===== src/common/flash_seq_regs.svh =====
// register offsets, field positions, key values and reset values of the flash sequencer
`ifndef FLASH_SEQ_REGS_SVH
`define FLASH_SEQ_REGS_SVH

// ***********************************
// register byte offsets
// ***********************************
`define OFS_ADDR_LOW    5'h00
`define OFS_ADDR_HIGH   5'h04
`define OFS_DATA_LOW    5'h08
`define OFS_DATA_HIGH   5'h0C
`define OFS_CONTROL     5'h10
`define OFS_UNLOCK_KEY  5'h14
`define OFS_IRQ_STATUS  5'h18
`define OFS_IRQ_MASK    5'h1C

// ***********************************
// control register bit positions
// ***********************************
`define CTL_WRITE_START 1
`define CTL_WRITE_EN    2
`define CTL_WRITE_ERR   3
`define CTL_ROW_ERASE   4
`define CTL_LOAD_ONLY   5
`define CTL_REGION_SEL  6

// ***********************************
// status and mask bit positions
// ***********************************
`define IRQ_DONE_BIT    0
`define IRQ_ERR_BIT     1

// ***********************************
// keys, blank value, resets
// ***********************************
`define UNLOCK_KEY_1    8'h55
`define UNLOCK_KEY_2    8'hAA
`define LATCH_BLANK     14'h3FFF
`define ADDR_HIGH_W     7
`define DATA_HIGH_W     6
`define USER_ID_LAST    15'h0003
`define RST_BYTE        8'h00
`define RST_IRQ         2'h0
`define RST_ROW         10'h000
`define RST_IDX         5'h00
`define LAST_IDX        5'h1F
`define ROW_LSB         5

`endif


===== src/common/flash_seq_pkg.sv =====
// types shared by the flash row write sequencer
package flash_seq_pkg;

	// unlock key tracker
	typedef enum logic [1:0] {
		U_IDLE  = 2'b00,
		U_GOT55 = 2'b01,
		U_GOTAA = 2'b10
	} unlock_state_t;

	// operation sequencer
	typedef enum logic [2:0] {
		S_IDLE   = 3'b000,
		S_LOAD   = 3'b001,
		S_PROG   = 3'b010,
		S_WAIT   = 3'b011,
		S_FINISH = 3'b100
	} op_state_t;

	// one command to the flash array
	typedef struct packed {
		logic        erase;
		logic        region;
		logic [14:0] addr;
		logic [13:0] data;
	} flash_cmd_t;

	// control register fields
	typedef struct packed {
		logic region_sel;
		logic load_only;
		logic row_erase;
		logic write_err;
		logic write_en;
	} flash_ctl_t;

endpackage


===== src/logic/flash_row_write_latch_sequencer.sv =====
// flash row write latch sequencer with avalon register slave
//
// Added by the designer: the placing of the registers and register access over Avalon-MM.
`timescale 1ns/1ns
module flash_row_write_latch_sequencer
	import flash_seq_pkg::*;
#(
	parameter int WORDS = 32
)(
	input  wire logic        clk_in,
	input  wire logic        resetn_in,
	input  wire logic [4:0]  avs_address_in,
	input  wire logic        avs_read_in,
	input  wire logic        avs_write_in,
	input  wire logic [31:0] avs_writedata_in,
	input  wire logic [3:0]  avs_byteenable_in,
	output logic      [31:0] avs_readdata_out,
	output logic             avs_waitrequest_out,
	input  wire logic [9:0]  wp_rows_in,
	output flash_cmd_t       flash_cmd_out,
	output logic             flash_req_out,
	input  wire logic        flash_ack_in,
	output logic             irq_out
);
	`include "flash_seq_regs.svh"

	localparam int IW = $clog2(WORDS);

	// elaboration check
	initial
	begin
		if (WORDS != 32)
			$error("flash_row_write_latch_sequencer: row must hold 32 latches");
	end

	// ***********************************
	// state
	// ***********************************
	logic [7:0]              addr_low_r;
	logic [`ADDR_HIGH_W-1:0] addr_high_r;
	logic [7:0]              data_low_r;
	logic [`DATA_HIGH_W-1:0] data_high_r;
	flash_ctl_t              ctl_r;
	logic [1:0]              status_r;
	logic [1:0]              status_nxt;
	logic [1:0]              mask_r;
	unlock_state_t           unlock_r;
	unlock_state_t           unlock_nxt;
	op_state_t               state_r;
	op_state_t               state_nxt;
	logic [9:0]              row_r;
	logic [IW-1:0]           idx_r;
	logic                    erase_r;
	logic                    rd_pend_r;
	logic [31:0]             rdata_r;
	flash_cmd_t              cmd_r;
	logic                    werr_nxt;

	// ***********************************
	// bus decode
	// ***********************************
	wire         wr_ok      = avs_write_in && avs_byteenable_in[0];
	wire [7:0]   wbyte      = avs_writedata_in[7:0];
	wire         wr_alow    = wr_ok && avs_address_in == `OFS_ADDR_LOW;
	wire         wr_ahigh   = wr_ok && avs_address_in == `OFS_ADDR_HIGH;
	wire         wr_dlow    = wr_ok && avs_address_in == `OFS_DATA_LOW;
	wire         wr_dhigh   = wr_ok && avs_address_in == `OFS_DATA_HIGH;
	wire         wr_ctl     = wr_ok && avs_address_in == `OFS_CONTROL;
	wire         wr_key     = wr_ok && avs_address_in == `OFS_UNLOCK_KEY;
	wire         wr_stat    = wr_ok && avs_address_in == `OFS_IRQ_STATUS;
	wire         wr_mask    = wr_ok && avs_address_in == `OFS_IRQ_MASK;
	wire         busy       = state_r != S_IDLE;
	wire [14:0]  full_addr  = {addr_high_r, addr_low_r};
	wire [9:0]   sel_row    = full_addr[14:`ROW_LSB];
	wire [IW-1:0] sel_latch = addr_low_r[IW-1:0];
	wire [13:0]  data_word  = {data_high_r, data_low_r};

	// write start only counts right after the two keys, with writes enabled
	wire ws_write  = wr_ctl && wbyte[`CTL_WRITE_START] && !busy;
	wire ws_armed  = ws_write && unlock_r == U_GOTAA && wbyte[`CTL_WRITE_EN];
	wire load_only = wbyte[`CTL_LOAD_ONLY] && !wbyte[`CTL_ROW_ERASE];
	// user ids are the only writable part of the configuration region
	wire protected_hit = wbyte[`CTL_REGION_SEL] ? (full_addr > `USER_ID_LAST)
	                                            : (sel_row < wp_rows_in);
	// latch loads never touch the array, so protection is ignored for them
	wire start_op  = ws_armed && (load_only || !protected_hit);
	wire wp_refuse = ws_armed && !load_only && protected_hit;

	// ***********************************
	// unlock tracker
	// ***********************************
	always_comb
	begin
		unlock_nxt = U_IDLE;
		case (unlock_r)
			U_IDLE:  unlock_nxt = (wr_key && wbyte == `UNLOCK_KEY_1) ? U_GOT55 : U_IDLE;
			U_GOT55: unlock_nxt = !avs_write_in ? U_GOT55
			                    : (wr_key && wbyte == `UNLOCK_KEY_2) ? U_GOTAA
			                    : U_IDLE;
			U_GOTAA: unlock_nxt = !avs_write_in ? U_GOTAA : U_IDLE;
			default: unlock_nxt = U_IDLE;
		endcase
	end

	wire key_break = (unlock_r == U_GOT55 && avs_write_in
	                  && !(wr_key && wbyte == `UNLOCK_KEY_2))
	                 || (unlock_r == U_GOTAA && avs_write_in && !ws_armed);

	// ***********************************
	// operation sequencer
	// ***********************************
	wire [IW-1:0]   latch_rd_idx;
	wire [13:0]     latch_rd_data;
	wire [WORDS-1:0] loaded;
	wire last_idx   = idx_r == `LAST_IDX;
	wire prog_hit   = loaded[idx_r];
	wire op_done    = state_r == S_WAIT && flash_ack_in && (erase_r || last_idx);

	always_comb
	begin
		state_nxt = state_r;
		case (state_r)
			S_IDLE:   if (start_op)
			              state_nxt = wbyte[`CTL_ROW_ERASE] ? S_PROG : S_LOAD;
			S_LOAD:   state_nxt = ctl_r.load_only ? S_IDLE : S_PROG;
			S_PROG:   if (erase_r || prog_hit)
			              state_nxt = S_WAIT;
			          else if (last_idx)
			              state_nxt = S_FINISH;
			S_WAIT:   if (op_done)
			              state_nxt = S_FINISH;
			          else if (flash_ack_in)
			              state_nxt = S_PROG;
			S_FINISH: state_nxt = S_IDLE;
			default:  state_nxt = S_IDLE;
		endcase
	end

	// words of the row, walked in index order
	always_ff @(posedge clk_in or negedge resetn_in)
	begin
		if (!resetn_in)
			idx_r <= `RST_IDX;
		else if (state_r == S_IDLE)
			idx_r <= `RST_IDX;
		else if ((state_r == S_PROG && !erase_r && !prog_hit && !last_idx)
		         || (state_r == S_WAIT && flash_ack_in && !last_idx))
			idx_r <= idx_r + IW'(1);
	end

	// row and kind are frozen at start so later address writes cannot move them
	always_ff @(posedge clk_in or negedge resetn_in)
	begin
		if (!resetn_in)
		begin
			state_r <= S_IDLE;
			row_r   <= `RST_ROW;
			erase_r <= 1'b0;
		end
		else
		begin
			state_r <= state_nxt;
			if (start_op)
			begin
				row_r   <= sel_row;
				erase_r <= wbyte[`CTL_ROW_ERASE];
			end
		end
	end

	// command to the array, erase always on the row boundary
	always_ff @(posedge clk_in or negedge resetn_in)
	begin
		if (!resetn_in)
			cmd_r <= '0;
		else if (state_r == S_PROG)
		begin
			cmd_r.erase  <= erase_r;
			cmd_r.region <= ctl_r.region_sel;
			cmd_r.addr   <= {row_r, erase_r ? `RST_IDX : idx_r};
			cmd_r.data   <= latch_rd_data;
		end
	end

	assign latch_rd_idx  = idx_r;
	assign flash_cmd_out = cmd_r;
	assign flash_req_out = state_r == S_WAIT;

	latch_bank #(
		.WORDS (WORDS),
		.WIDTH (14)
	) u_latches (
		.clk_in       (clk_in),
		.resetn_in    (resetn_in),
		.load_en_in   (state_r == S_LOAD),
		.load_idx_in  (sel_latch),
		.load_data_in (data_word),
		.clear_in     (state_r == S_FINISH),
		.rd_idx_in    (latch_rd_idx),
		.rd_data_out  (latch_rd_data),
		.loaded_out   (loaded)
	);

	// ***********************************
	// registers
	// ***********************************
	// hardware set wins over a software clear in the same cycle
	assign werr_nxt = wp_refuse || key_break
	                  || (wr_ctl ? wbyte[`CTL_WRITE_ERR] : ctl_r.write_err);

	always_ff @(posedge clk_in or negedge resetn_in)
	begin
		if (!resetn_in)
		begin
			addr_low_r  <= `RST_BYTE;
			addr_high_r <= '0;
			data_low_r  <= `RST_BYTE;
			data_high_r <= '0;
			ctl_r       <= '0;
		end
		else
		begin
			if (wr_alow)
				addr_low_r <= wbyte;
			if (wr_ahigh)
				addr_high_r <= wbyte[`ADDR_HIGH_W-1:0];
			if (wr_dlow)
				data_low_r <= wbyte;
			if (wr_dhigh)
				data_high_r <= wbyte[`DATA_HIGH_W-1:0];
			if (wr_ctl)
			begin
				ctl_r.region_sel <= wbyte[`CTL_REGION_SEL];
				ctl_r.load_only  <= wbyte[`CTL_LOAD_ONLY];
				ctl_r.row_erase  <= wbyte[`CTL_ROW_ERASE];
				ctl_r.write_en   <= wbyte[`CTL_WRITE_EN];
			end
			ctl_r.write_err <= werr_nxt;
		end
	end

	// ***********************************
	// interrupts
	// ***********************************
	// sticky events, write one to clear, set beats clear
	assign status_nxt = (status_r & ~(wr_stat ? wbyte[1:0] : `RST_IRQ))
	                    | {wp_refuse || key_break, op_done && erase_r
	                       || state_r == S_FINISH};

	always_ff @(posedge clk_in or negedge resetn_in)
	begin
		if (!resetn_in)
		begin
			status_r <= `RST_IRQ;
			mask_r   <= `RST_IRQ;
			unlock_r <= U_IDLE;
		end
		else
		begin
			status_r <= status_nxt;
			unlock_r <= unlock_nxt;
			if (wr_mask)
				mask_r <= wbyte[1:0];
		end
	end

	assign irq_out = |(status_r & mask_r);

	// ***********************************
	// read path
	// ***********************************
	// one wait cycle on reads so the data word comes from a flop
	wire [7:0] ctl_byte = {1'b0, ctl_r.region_sel, ctl_r.load_only, ctl_r.row_erase,
	                       ctl_r.write_err, ctl_r.write_en, busy, 1'b0};
	wire [7:0] rd_byte  =
		avs_address_in == `OFS_ADDR_LOW   ? addr_low_r :
		avs_address_in == `OFS_ADDR_HIGH  ? {1'b0, addr_high_r} :
		avs_address_in == `OFS_DATA_LOW   ? data_low_r :
		avs_address_in == `OFS_DATA_HIGH  ? {2'b00, data_high_r} :
		avs_address_in == `OFS_CONTROL    ? ctl_byte :
		avs_address_in == `OFS_IRQ_STATUS ? {6'h00, status_r} :
		avs_address_in == `OFS_IRQ_MASK   ? {6'h00, mask_r} : `RST_BYTE;

	always_ff @(posedge clk_in or negedge resetn_in)
	begin
		if (!resetn_in)
		begin
			rd_pend_r <= 1'b0;
			rdata_r   <= '0;
		end
		else
		begin
			rd_pend_r <= avs_read_in && !rd_pend_r;
			if (avs_read_in && !rd_pend_r)
				rdata_r <= {24'h000000, rd_byte};
		end
	end

	assign avs_readdata_out    = rdata_r;
	assign avs_waitrequest_out = avs_read_in && !rd_pend_r;
endmodule


===== src/logic/latch_bank.sv =====
// bank of row write latches with per-latch loaded marks
`timescale 1ns/1ns
module latch_bank
	import flash_seq_pkg::*;
#(
	parameter int WORDS = 32,
	parameter int WIDTH = 14
)(
	input  wire logic                     clk_in,
	input  wire logic                     resetn_in,
	input  wire logic                     load_en_in,
	input  wire logic [$clog2(WORDS)-1:0] load_idx_in,
	input  wire logic [WIDTH-1:0]         load_data_in,
	input  wire logic                     clear_in,
	input  wire logic [$clog2(WORDS)-1:0] rd_idx_in,
	output logic      [WIDTH-1:0]         rd_data_out,
	output logic      [WORDS-1:0]         loaded_out
);
	`include "flash_seq_regs.svh"

	logic [WIDTH-1:0] latch_r [WORDS];
	logic [WORDS-1:0] loaded_r;

	// elaboration check
	initial
	begin
		if (WORDS < 2 || WIDTH != 14)
			$error("latch_bank: unsupported geometry");
	end

	// clear back to blank after every finished program or erase; a load only operation returns to idle without clearing
	always_ff @(posedge clk_in or negedge resetn_in)
	begin
		if (!resetn_in)
		begin
			for (int i = 0; i < WORDS; i++)
				latch_r[i] <= `LATCH_BLANK;
			loaded_r <= '0;
		end
		else if (clear_in)
		begin
			for (int i = 0; i < WORDS; i++)
				latch_r[i] <= `LATCH_BLANK;
			loaded_r <= '0;
		end
		else if (load_en_in)
		begin
			latch_r[load_idx_in]  <= load_data_in;
			loaded_r[load_idx_in] <= 1'b1;
		end
	end

	assign rd_data_out = latch_r[rd_idx_in];
	assign loaded_out  = loaded_r;

endmodule


===== config.mk =====
export PLATFORM = sky130hd
export DESIGN_NAME = flash_row_write_latch_sequencer
export DESIGN_NICKNAME = d
export VERILOG_FILES = /design/src/common/flash_seq_pkg.sv /design/src/logic/flash_row_write_latch_sequencer.sv /design/src/logic/latch_bank.sv
export VERILOG_INCLUDE_DIRS = /design/src /design/src/common
export SDC_FILE = /design/constraint.sdc
export NUM_CORES = 1
export LEC_CHECK = 0
export BUFFER_PORTS_ARGS = -buffer_cell sky130_fd_sc_hd__buf_2
export CAP_MARGIN = 20
export CORE_ASPECT_RATIO = 1.5
export CORE_MARGIN = 2
export CORE_UTILIZATION = 35
export DETAILED_ROUTE_END_ITERATION = 6
export SLEW_MARGIN = 25
export SYNTH_ARGS = -nofsm -noshare
export SYNTH_HDL_FRONTEND = slang
export SYNTH_HIERARCHICAL = 1
export SYNTH_SLANG_ARGS = --single-unit

===== constraint.sdc =====
create_clock -name clk_in -period 2.27 [get_ports clk_in]
set_input_delay 0.681 -clock clk_in [delete_from_list [all_inputs] [get_ports clk_in]]
set_output_delay 0.681 -clock clk_in [all_outputs]
set_load 0.03 [all_outputs]

==> impl_metrics.env <==
export IMPL_status="finished with violations"
export IMPL_violations="negative setup slack"
export IMPL_power_total_w=0.0216
export IMPL_cts_root_buf="clkbuf_16"
export IMPL_final_util_pct=42.1
export IMPL_crit_path_start_kind="flop"
export IMPL_synth_edf_count=0
export IMPL_hold_path_class="in -> reg"
export IMPL_skew_ns=0.0292
export IMPL_slew_violations=0
export IMPL_cts_buffers=55
export IMPL_setup_violations=1
export IMPL_grt_max_degree=85
export IMPL_p_leak_nw=13.0
export IMPL_vias=21984
export IMPL_clk_path_buf_depth=3
export IMPL_netlist_instances=2737
export IMPL_start_util_pct=35.4
export IMPL_tritoncts="yes"
export IMPL_dieArea_um2=87000
export IMPL_reg2reg_depth=6
export IMPL_worstSkewPairLatency_ns=0.64
export IMPL_die_h_um=360
export IMPL_fill_cells=7794
export IMPL_syn_to_final_growth_pct=19.0
export IMPL_path_max_fanout=6
export IMPL_seq_area_um2=15100
export IMPL_ys_types=60
export IMPL_ioPinCount=122
export IMPL_cellPowerDensity_nw_per_um2=614
export IMPL_synthFlopType="dfstp_2"
export IMPL_yosys_top_cells_area="dfstp_2 (40%), a211o_1 (12%), dfrtp_1 (11%)"
export IMPL_crit_chain="mux4_2 > o22ai_2 > o22ai_2 > or2_4 > and4_1 > or3_1"
export IMPL_yosysWarnings=6
export IMPL_min_path_cells=3
export IMPL_crit_top_cell="o22ai_2"
export IMPL_finalInstanceArea_um2=35300
export IMPL_synth_area_um2=29600
export IMPL_grt_overflow=0
export IMPL_vdd_ir_drop_max_mv=0.489
export IMPL_drtIter0Drc=1641
export IMPL_drive_above_1_share_pct=34.3
export IMPL_clock_fmax_mhz=438
export IMPL_synth_seq_cells=579
export IMPL_avgSynthCellArea_um2=10.8
export IMPL_cts_sinks=579
export IMPL_arrival_ns=2.78
export IMPL_rows=130
export IMPL_via_per_inst=5.49
export IMPL_maxSlewHeadroom_pct=60.4
export IMPL_async_flop_share_pct=100
export IMPL_fin_ws_ns=-0.0123
export IMPL_crit_buf_inv=0
export IMPL_firstDrtPassIters=5
export IMPL_yosysSeqAreaShare_pct=50.8
export IMPL_die_w_um=242
export IMPL_grt_pass1_vias=22923
export IMPL_layout_min_cycle_time_ns=2.28
export IMPL_critPathMaxStageDelay_ns=0.53
export IMPL_cp_end_kind="flop"
export IMPL_diodes=0
export IMPL_ctsHtreeMaxLevel=2
export IMPL_grtUsageTotal_pct=19.9
export IMPL_drtAntennaViolNets=0
export IMPL_timing_worst_setup_path_type="reg -> reg"
export IMPL_timing_final_crit_share_pct=101
export IMPL_core_um2=83800
export IMPL_cp_depth=6
export IMPL_gp_congestion=0.853
export IMPL_worstPathRequired_ns=2.77
export IMPL_worst_slew_pin_slew_ns=0.594
export IMPL_hold_viol_final=0
export IMPL_setup_tns_final_ns=-0.0123
export IMPL_antenna_found_initial=0
export IMPL_critPathSlowestCell="mux4_2"
export IMPL_drt_wirelength_per_cell_um=22.1
export IMPL_cap_violations=0
export IMPL_clk_pin_slew_ns=0.07
export IMPL_numPortBuffers=70
export IMPL_final_nets=2909
export IMPL_drc=0
export IMPL_dpl_cell_area_um2=32900
export IMPL_netlist_area_leader_share_pct=39.7
export IMPL_hpwl_um=55400
export IMPL_cp_top_family="simple AND/OR/NAND/NOR gates"
export IMPL_worst_hold_slack_ns=0.303
export IMPL_synth_top_cell_by_area="dfstp_2"
export IMPL_multiInputGateArea_um2=13600
export IMPL_rsz0062_at_grt="yes"
export IMPL_grt_pass1_wl_um=137000
export IMPL_wl_um=88400
## metrics by stage
stage,std cells,setup WS [ns]
after floorplan,2760,-0.00228
after global placement,3878,-0.305
after detailed placement,3878,-0.233
after CTS,3986,-0.0205
after global routing,4006,-0.0660
final,4006,-0.0123
## cells in the mapped netlist (15+ instances only)
master,n
clkbuf_1,174
a31oi_1,15
inv_1,16
nand2_1,244
nand3_1,37
a22oi_1,60
dfstp_2,448
a21oi_1,45
mux2i_1,233
a211o_1,394
o21ai_0,17
nor2_1,119
nor3_1,19
a22o_1,29
nor2b_1,398
nand3b_1,67
dfrtp_1,131
buf_2,89
buf_4,25
nand4_1,20
mux2_2,51
## final timing paths
path,end,from,slack (ns)
max reg2reg,idx_r[2]$_DFFE_PN0P_,idx_r[1]$_DFFE_PN0P_,-0.01
max in group asynchronous,u_latches/latch_r[435]$_DFFE_PN1P_,resetn_in,0.86
max,idx_r[2]$_DFFE_PN0P_,idx_r[1]$_DFFE_PN0P_,-0.01
min,rd_pend_r$_DFF_PN0_,avs_read_in,0.30
min in group asynchronous,u_latches/loaded_out[22]$_DFFE_PN0P_,resetn_in,0.57
min reg2reg,flash_cmd_out[6]$_DFFE_PN0N_,flash_cmd_out[6]$_DFFE_PN0N_,0.47
## registers in the layout, summed over array words and instances, names as in the netlist
register and cells:
flash_cmd_out 31, row_r 10, status_r 2, addr_high_r 7, ctl_byte 5, unlock_r 2, erase_r 1, idx_r 5
mask_r 2, rd_pend_r 1, state_r 3, u_latches/latch_r 448, data_low_r 8, data_high_r 6, u_latches/loaded_out 32, addr_low_r 8
avs_readdata_out 8
## kinds of logic after synthesis
family	after synthesis	synth area share, %
and+or+nand+nor	959	17.5
AOI/OAI and AO/OA	582	16.0
DFF	579	50.8
buffers and inverters	312	4.70
muxes	293	10.5
adders and majority gates	11	0.465
other	1	0.0127
## routing by layer
| metal | share of wire, % | vias up | global-route usage, % |
|---|---|---|---|
| li1 | - | 9866 | - |
| met1 | 40 | 11355 | 23.6 |
| met2 | 51 | 597 | 35.5 |
| met3 | 4.3 | 166 | 2.83 |
| met4 | 4.7 | 0 | 9.38 |
| met5 | 0 | - | 0 |
## cells in the final DEF (no fill, tap or decap), types with 68 or more instances in the layout
cell / count
nor2_1: 88
mux2i_1: 232
dfrtp_1: 128
nand2_1: 243
buf_4: 163
buf_2: 68
dfstp_2: 448
buf_12: 74
a211o_1: 394
nor2b_1: 396
## worst reg2reg max path: cells and delay by family, from the launching register on
kind / cells / cell delay [ns]
AO/OA/AOI/OAI: 2 / 0.30
AND/OR/NAND/NOR: 3 / 0.81
multiplexers: 1 / 0.53
flip-flops: 1 / 0.51
## power breakdown
| group | internal, W | switching (W) | total [W] |
|---|---|---|---|
| Clock | 0.00536 | 0.00411 | 0.00947 |
| Sequential | 0.0105 | 0.000124 | 0.0106 |
| Combinational | 0.000438 | 0.00112 | 0.00155 |
## cell type report
class	instances	share of cell area (%)
inverter	16	0.170
clock buffer	76	4.42
sequential	579	42.7
tap	1122	3.98
multi-input combinational	1869	38.5
clock inverter	23	0.763
timing repair buffer	321	9.50
## timing repair
item                                    4_1_cts  5_1_grt
gates resized for setup                      19       38
hold buffers                                  1        0
endpoints found under the setup margin       18       60
buffers inserted                              8       16
hold endpoints to repair                      8        0
gates cloned                                  0        5
pin swaps                                     5       15
(Power assumes the default switching activity.)
